<file path="config.mk">
export PLATFORM = sky130hd
export DESIGN_NAME = sit_serial_irq_trigger_status
export DESIGN_NICKNAME = d
export VERILOG_FILES = /design/src/rtl/sit_pkg.sv /design/src/rtl/sit_serial_irq_trigger_status.sv
export SDC_FILE = /design/constraint.sdc
export NUM_CORES = 1
export LEC_CHECK = 0
export BUFFER_PORTS_ARGS = -buffer_cell sky130_fd_sc_hd__buf_2
export CORE_ASPECT_RATIO = 0.7
export CORE_MARGIN = 2
export CORE_UTILIZATION = 54
export CTS_CLUSTER_SIZE = 24
export DETAILED_ROUTE_END_ITERATION = 16
export HOLD_SLACK_MARGIN = 0.1
export PLACE_DENSITY_LB_ADDON = 0.3
export SLEW_MARGIN = 10
export SYNTH_ARGS = -nofsm -noshare
export SYNTH_HDL_FRONTEND = slang
export SYNTH_SLANG_ARGS = --single-unit
</file>
<file path="constraint.sdc">
create_clock -name CORE_CLK -period 1.3 [get_ports CORE_CLK]
set_input_delay 0.065 -clock CORE_CLK [delete_from_list [all_inputs] [get_ports CORE_CLK]]
set_output_delay 0.065 -clock CORE_CLK [all_outputs]
set_load 0.1 [all_outputs]
</file>
<file path="src/rtl/sit_pkg.sv">
/*
 Package for the serial IRQ trigger select and level status block.
 Assumes a register window with byte addresses and 16-bit register data.
*/
package sit_pkg;
   localparam int          SIT_LINES        = 16;
   localparam int          SIT_ADDR_W       = 8;
   localparam int          SIT_DATA_W       = 16;
   localparam logic [7:0]  SIT_OFS_TRIGGER  = 8'h4a;
   localparam logic [7:0]  SIT_OFS_STATUS   = 8'h4c;
   localparam logic [15:0] SIT_TRIGGER_RST  = 16'h0000;
   localparam logic [15:0] SIT_STATUS_RST   = 16'h0000;
   localparam logic        SIT_MODE_EDGE    = 1'b0;
   localparam logic        SIT_MODE_LEVEL   = 1'b1;

   typedef struct packed {
      logic                  wr;
      logic                  rd;
      logic [SIT_ADDR_W-1:0] addr;
      logic [SIT_DATA_W-1:0] wdata;
   } sit_req_type;
endpackage

</file>
<file path="src/rtl/sit_serial_irq_trigger_status.sv">
/*
 Trigger selection and latched level status for sixteen serial IRQ lines.
 Assumes decoded line states arrive as one word per sample strobe, and a
 simple register port with one-cycle read and write strobes.
*/
// Notes on behaviour
// - Each line has a trigger-select bit at its own position, 0 for edge (default) and 1 for level.
// - A level line sampled asserted sets and holds its status flag.
// - Writing 1 to a set status flag clears it unless the line is in level handling and sampled asserted in that cycle, so a later assertion shows again.
// - A line in edge handling never sets its status flag.
// - Each status flag reads 1 while latched and 0 otherwise, at the line's bit position.
// - All trigger-select bits and status flags clear on any of the three resets.
// - The trigger-select register decodes at offset 4Ah and resets to zero.
`timescale 1ns/1ps
`default_nettype none
module sit_serial_irq_trigger_status
   import sit_pkg::*;
#(
   parameter int LINES = SIT_LINES
)
(
   input  wire logic                  CORE_CLK,
   input  wire logic                  ARST_N,
   input  wire logic                  PCIE_FUNDAMENTAL_RESET_N,
   input  wire logic                  GLOBAL_RESET_INPUT_N,
   input  wire sit_req_type           REG_REQ,
   output logic      [SIT_DATA_W-1:0] REG_RDATA,
   input  wire logic                  IRQ_SAMPLE_VALID,
   input  wire logic [LINES-1:0]      IRQ_LINES,
   output logic      [LINES-1:0]      EDGE_IRQ_PULSE,
   output logic      [LINES-1:0]      TRIGGER_SELECT,
   output logic      [LINES-1:0]      LEVEL_STATUS
);
   // Decode strobes
   logic                  soft_reset;
   logic                  hit_trigger;
   logic                  hit_status;
   logic                  wr_trigger;
   logic                  wr_status;
   logic                  rd_trigger;
   logic                  rd_status;
   logic [LINES-1:0]      wdata_lines;

   // Per-line working values
   logic [LINES-1:0]      prev_lines;
   logic [LINES-1:0]      level_mode;
   logic [LINES-1:0]      sampled_high;
   logic [LINES-1:0]      level_hit;
   logic [LINES-1:0]      rearm_mask;
   logic [LINES-1:0]      edge_rise;

   // Next values
   logic [LINES-1:0]      next_trigger;
   logic [LINES-1:0]      next_status;
   logic [LINES-1:0]      next_prev;
   logic [LINES-1:0]      next_pulse;
   logic [SIT_DATA_W-1:0] trigger_word;
   logic [SIT_DATA_W-1:0] status_word;
   logic [SIT_DATA_W-1:0] next_rdata;

   // Either synchronous reset input
   assign soft_reset = !PCIE_FUNDAMENTAL_RESET_N || !GLOBAL_RESET_INPUT_N;

   // Register window decode
   assign hit_trigger = (REG_REQ.addr == SIT_OFS_TRIGGER);
   assign hit_status  = (REG_REQ.addr == SIT_OFS_STATUS);
   assign wr_trigger  = REG_REQ.wr && hit_trigger;
   assign wr_status   = REG_REQ.wr && hit_status;
   assign rd_trigger  = REG_REQ.rd && hit_trigger;
   assign rd_status   = REG_REQ.rd && hit_status;
   assign wdata_lines = REG_REQ.wdata[LINES-1:0];

   // Lines in level handling
   always_comb begin
      level_mode = '0;
      for (int i = 0; i < LINES; i++) begin
         level_mode[i] = (TRIGGER_SELECT[i] == SIT_MODE_LEVEL);
      end
   end

   // Lines sampled asserted
   always_comb begin
      sampled_high = '0;
      for (int i = 0; i < LINES; i++) begin
         sampled_high[i] = IRQ_SAMPLE_VALID && IRQ_LINES[i];
      end
   end

   // Level lines that latch now
   always_comb begin
      level_hit = '0;
      for (int i = 0; i < LINES; i++) begin
         level_hit[i] = sampled_high[i] && level_mode[i];
      end
   end

   // Status bits written with one
   always_comb begin
      rearm_mask = '0;
      for (int i = 0; i < LINES; i++) begin
         rearm_mask[i] = wr_status && wdata_lines[i];
      end
   end

   // New assertions of edge lines
   always_comb begin
      edge_rise = '0;
      for (int i = 0; i < LINES; i++) begin
         edge_rise[i] = sampled_high[i] && !prev_lines[i] && !level_mode[i];
      end
   end

   // Next trigger select
   always_comb begin
      next_trigger = TRIGGER_SELECT;
      if (soft_reset) begin
         next_trigger = SIT_TRIGGER_RST[LINES-1:0];
      end else if (wr_trigger) begin
         next_trigger = wdata_lines;
      end
   end

   // Next level status, set wins over re-arm
   always_comb begin
      next_status = LEVEL_STATUS;
      if (soft_reset) begin
         next_status = SIT_STATUS_RST[LINES-1:0];
      end else begin
         for (int i = 0; i < LINES; i++) begin
            if (level_hit[i]) begin
               next_status[i] = 1'b1;
            end else if (rearm_mask[i]) begin
               next_status[i] = 1'b0;
            end
         end
      end
   end

   // Next edge history
   always_comb begin
      next_prev = prev_lines;
      if (soft_reset) begin
         next_prev = '0;
      end else if (IRQ_SAMPLE_VALID) begin
         next_prev = IRQ_LINES;
      end
   end

   // Next edge pulse
   always_comb begin
      next_pulse = '0;
      if (!soft_reset && IRQ_SAMPLE_VALID) begin
         next_pulse = edge_rise;
      end
   end

   // Trigger select widened to the data bus
   always_comb begin
      trigger_word            = '0;
      trigger_word[LINES-1:0] = TRIGGER_SELECT;
   end

   // Level status widened to the data bus
   always_comb begin
      status_word            = '0;
      status_word[LINES-1:0] = LEVEL_STATUS;
   end

   // Next read data, zero when idle or unmapped
   always_comb begin
      next_rdata = '0;
      if (rd_trigger) begin
         next_rdata = trigger_word;
      end else if (rd_status) begin
         next_rdata = status_word;
      end
   end

   // Trigger select register
   always_ff @(posedge CORE_CLK or negedge ARST_N) begin
      if (!ARST_N) begin
         TRIGGER_SELECT <= SIT_TRIGGER_RST[LINES-1:0];
      end else begin
         TRIGGER_SELECT <= next_trigger;
      end
   end

   // Level status register
   always_ff @(posedge CORE_CLK or negedge ARST_N) begin
      if (!ARST_N) begin
         LEVEL_STATUS <= SIT_STATUS_RST[LINES-1:0];
      end else begin
         LEVEL_STATUS <= next_status;
      end
   end

   // Edge history
   always_ff @(posedge CORE_CLK or negedge ARST_N) begin
      if (!ARST_N) begin
         prev_lines <= '0;
      end else begin
         prev_lines <= next_prev;
      end
   end

   // Edge pulse
   always_ff @(posedge CORE_CLK or negedge ARST_N) begin
      if (!ARST_N) begin
         EDGE_IRQ_PULSE <= '0;
      end else begin
         EDGE_IRQ_PULSE <= next_pulse;
      end
   end

   // Read data
   always_ff @(posedge CORE_CLK or negedge ARST_N) begin
      if (!ARST_N) begin
         REG_RDATA <= '0;
      end else begin
         REG_RDATA <= next_rdata;
      end
   end
endmodule
`default_nettype wire

</file>
==> Yosys cells after proc, flatten, opt, wreduce, memory -nomap -nowiden <==
Cells that the tools add are included.
{ "op_classes": {"n_eq_ne": 2, "muxes": 40, "reduce_logical": 139} }
{ "ops": {"columns": ["operator", "n"], "rows": [
  ["$mux 16", 8],
  ["$logic_and 1x1->1", 85],
  ["$reduce_bool 3->1", 16],
  ["$logic_not 1->1", 35],
  ["$mux 1", 32],
  ["$eq 8x7->1 const B", 2],
  ["$reduce_bool 2->1", 2],
  ["$logic_or 1x1->1", 1]
]} }
{ "totals": {"register_bits": 80, "inputBits": 47, "out_inout_bits": 64} }

==> Depth between registers and ports, before layout <==
{ "logic_depth": {"ltp_word": 6, "mapped_depth": 5} }

==> Worst setup path after synthesis <==
OpenSTA, ideal clock, no wires.
{ "synth_path": {"path_kind": "flip-flop to flip-flop", "from": "reg TRIGGER_SELECT[0] (netlist name)", "to": "reg TRIGGER_SELECT[0]", "setup_ps": 78, "t_arrival_ps": 1267, "required_ps": 1222, "slack_ps": -45, "stages_incl_launch_ff": 3, "path_buffers": 0, "path_cell_list": "dfrtp_1 > o31ai_1 > a21oi_1"} }
{ "synth_rtl": {"columns": ["element", "line", "rtl"], "rows": [
  ["end signal: assignment", "sit_serial_irq_trigger_status.sv:182", "TRIGGER_SELECT <= SIT_TRIGGER_RST[LINES-1:0];"],
  ["end signal: assignment", "sit_serial_irq_trigger_status.sv:184", "TRIGGER_SELECT <= next_trigger;"],
  ["end: declaration", "sit_serial_irq_trigger_status.sv:31", "output logic [LINES-1:0] TRIGGER_SELECT,"]
]} }

==> Final worst setup path <==
{ "layout_path": {"from": "reg TRIGGER_SELECT[14]", "to": "out TRIGGER_SELECT[14]"} }
No word-level cell between the ends.

==> run_results.csv <==
group,metric,value,unit
clock_tree,htree_levels,3,
sta,fin_crit_sh,0.9843,
die,die_h,70.48,µm
sta,fin_ws,0.02038,ns
critical_path,slowest_delay,0.44,ns
pwr,p_sw_frac,0.2527,
route,drtPass1Iterations,5,
sta,final_max_slew_viol_count,0,
min_path,hp-start,"PCIE_FUNDAMENTAL_RESET_N",
die,row_count,24,
synthesis,async_reset_ff_frac,1.000,
die,dieWidth,98.98,µm
pwr,power_per_cell_area,1065,nW/µm²
synthesis,syn_inst,312,
synthesis,yosysSeqAreaShare,0.5872,
critical_path,cp_slowest_cell,"buf_2",
min_path,hp-class,"in2reg",
pwr,p_int,3.828,mW
clock_tree,ctsRootBufferMaster,"clkbuf_8",
global_routing,grt_antenna_before_repair,0,
run,drv_cap,0,
layout,post-route-util,0.7811,
critical_path,crit_chain,"buf_2",
synthesis,synthFlopType,"dfrtp_1",
synthesis,ys_types,25,
sta,hold_ws,0.1557,ns
sta,setup_viol,0,
sta,slew-limit-headroom,0.6733,
synthesis,synth_edf_count,0,
global_routing,grt_max_degree,33,
layout,diodes,0,
synthesis,synth_top_area_frac,0.5872,
global_routing,grt_first_pass_wirelength,15.97,mm
die,coreArea,6156,µm²
critical_path,cp_top_family,"buffers and inverters",
critical_path,crit_type,"reg2out",
synthesis,synth_fp_nets,359,
synthesis,synth_warnings,0,
pwr,combPwrFrac,0.120,
critical_path,r2r-start,"TRIGGER_SELECT[15]",
pwr,pwr-share-clk,0.387,
synthesis,yosys.cell_count.top_type,"dfrtp_1",
critical_path,start_kind,"flop",
layout,finalNetCount,512,
sta,rsz0062_at_grt,"no",
route,finalWirelength,9.963,mm
sta,worstMarginPinSlew,0.4934,ns
pwr,ir_drop,0.0007448,V
sta,min_period,1.280,ns
critical_path,cp.required,1.24,ns
clock_tree,cts_inserted_buffers,9,
global_routing,grt_overflow_total,0,
layout,area_growth,41.03,%
status,status,"completed",
global_routing,grt_pass1_vias,3145,
pwr,power_frac_seq,0.493,
clock_tree,cts_tree,"built",
pwr,p_leak,2.288,nW
critical_path,crit_start,"TRIGGER_SELECT[14]",
sta,fin_tns_setup,0,ns
synthesis,synth_area,3410,µm²
layout,drive_gt1_frac,0.3638,
die,initial_core_util,0.5539,
clock_tree,clk_path_buf_depth,2,
route,postRouteAntennaNets,0,
die,dieArea,6976,µm²
sta,hold_viol,0,
placement,hpwl,6.338,mm
placement,gp_congestion,0.8228,
critical_path,arrival,1.21,ns
route,via_count,3224,
synthesis,syn_area_per_cell,10.93,µm²
global_routing,grt_util_all_layers,0.2932,
clock_tree,clk_latency,0.36,ns
route,wire_per_inst,18.18,µm
clock_tree,cts_sinks,80,
route,drtIter0Drc,200,
sta,clock.fmax,0.7815,GHz
critical_path,end_kind,"output port",
critical_path,cp_max_fo,5,
synthesis,synthTopCellsByCount,"dfrtp_1, nand2_1, nor2_1",
critical_path,path_buf_inv,1,
synthesis,synth_top_area_cell,"dfrtp_1",
placement,io_buffers,110,
synthesis,netlist_top_cells_area,"dfrtp_1, mux2i_1, nor4b_1, and4_1, nand2_1",
die,ios,111,
placement,place_ws,-0.08851,ns
sta,finClkSkew,0.008673,ns
synthesis,ys_ff_latch,80,
clock_tree,path_clk_slew,0.08,ns
route,drc,0,
pwr,p_switching,1.295,mW
route,vias_per_cell,5.883,
[through the flow]
step	instance area [µm²]	instances	power (mW)
2_1_floorplan	3430	312	2.828
3_3_place_gp	4247	498	3.095
3_5_place_dp	4247	498	3.102
4_1_cts	4798	548	5.117
5_1_grt	4808	548	5.263
6_report	4808	548	5.122
[sequential cells by signal (all words and copies together) (netlist names)]
name,cells
TRIGGER_SELECT,16
LEVEL_STATUS,16
EDGE_IRQ_PULSE,16
REG_RDATA,16
prev_lines,16
[cells by family (layout without fill, tap and decap cells)]
family	Yosys count	after routing	synth area share
buffers and inverters	29	187	0.03670
flip-flops	80	80	0.5872
AO/OA/AOI/OAI	65	65	0.1259
AND/OR/NAND/NOR	123	123	0.2062
multiplexers	15	15	0.04404
[area by class of cell]
cell class,instances,area [µm²]
clock buffers,10,127.6
clock inverters,6,83.83
fillers,401,1348
multi-input cells,203,1296
flip-flops and latches,80,2022
well taps,78,97.59
repair buffers,171,1181
[worst paths after layout]
kind,to,slack [ns],cells after the start
hold reg to reg,EDGE_IRQ_PULSE[0],0.43,1
max in group asynchronous,LEVEL_STATUS[12],0.62,3
min in group asynchronous,EDGE_IRQ_PULSE[9],0.18,2
setup / recovery,TRIGGER_SELECT[14],0.02,1
hold / removal,TRIGGER_SELECT[3],0.16,3
setup reg to reg,EDGE_IRQ_PULSE[15],0.36,1
[power groups by stage]
stage	Clock [mW]	Sequential [mW]	Combinational, mW
after floorplan	0	2.67	0.158
after global placement	0	2.57	0.522
after detailed placement	0	2.57	0.528
after CTS	1.98	2.52	0.608
after global routing	2.08	2.53	0.655
final	1.98	2.53	0.616
[timing repair]
| item | in CTS | in global routing |
|---|---|---|
| resized for setup | 0 | 4 |
| endpoints found under the setup margin | 0 | 4 |
| hold endpoints to repair | 144 | 0 |
| buffers inserted | 0 | 0 |
| hold buffers | 34 | 0 |
[routing by layer]
metal | wire, µm | share of wire | track usage
met3 | 820 | 0.082 | 0.06907
met5 | 0 | 0 | 0
met2 | 4817 | 0.48 | 0.4655
met4 | 62 | 0.0062 | 0.06240
met1 | 4263 | 0.43 | 0.4162
[layout by cell type (no fill, tap or decap), types with 16 or more instances in the layout]
master,synthesis,final
dfrtp_1,80,64
nor4b_1,16,16
a22oi_1,16,16
buf_4,1,22
dfrtp_2,0,16
dlygate4sd3_1,0,34
nor2_1,32,32
nand2_1,33,33
o31ai_1,16,16
nand4_1,17,17
buf_2,4,105
a21oi_1,17,17
(Power assumes the default switching activity.)
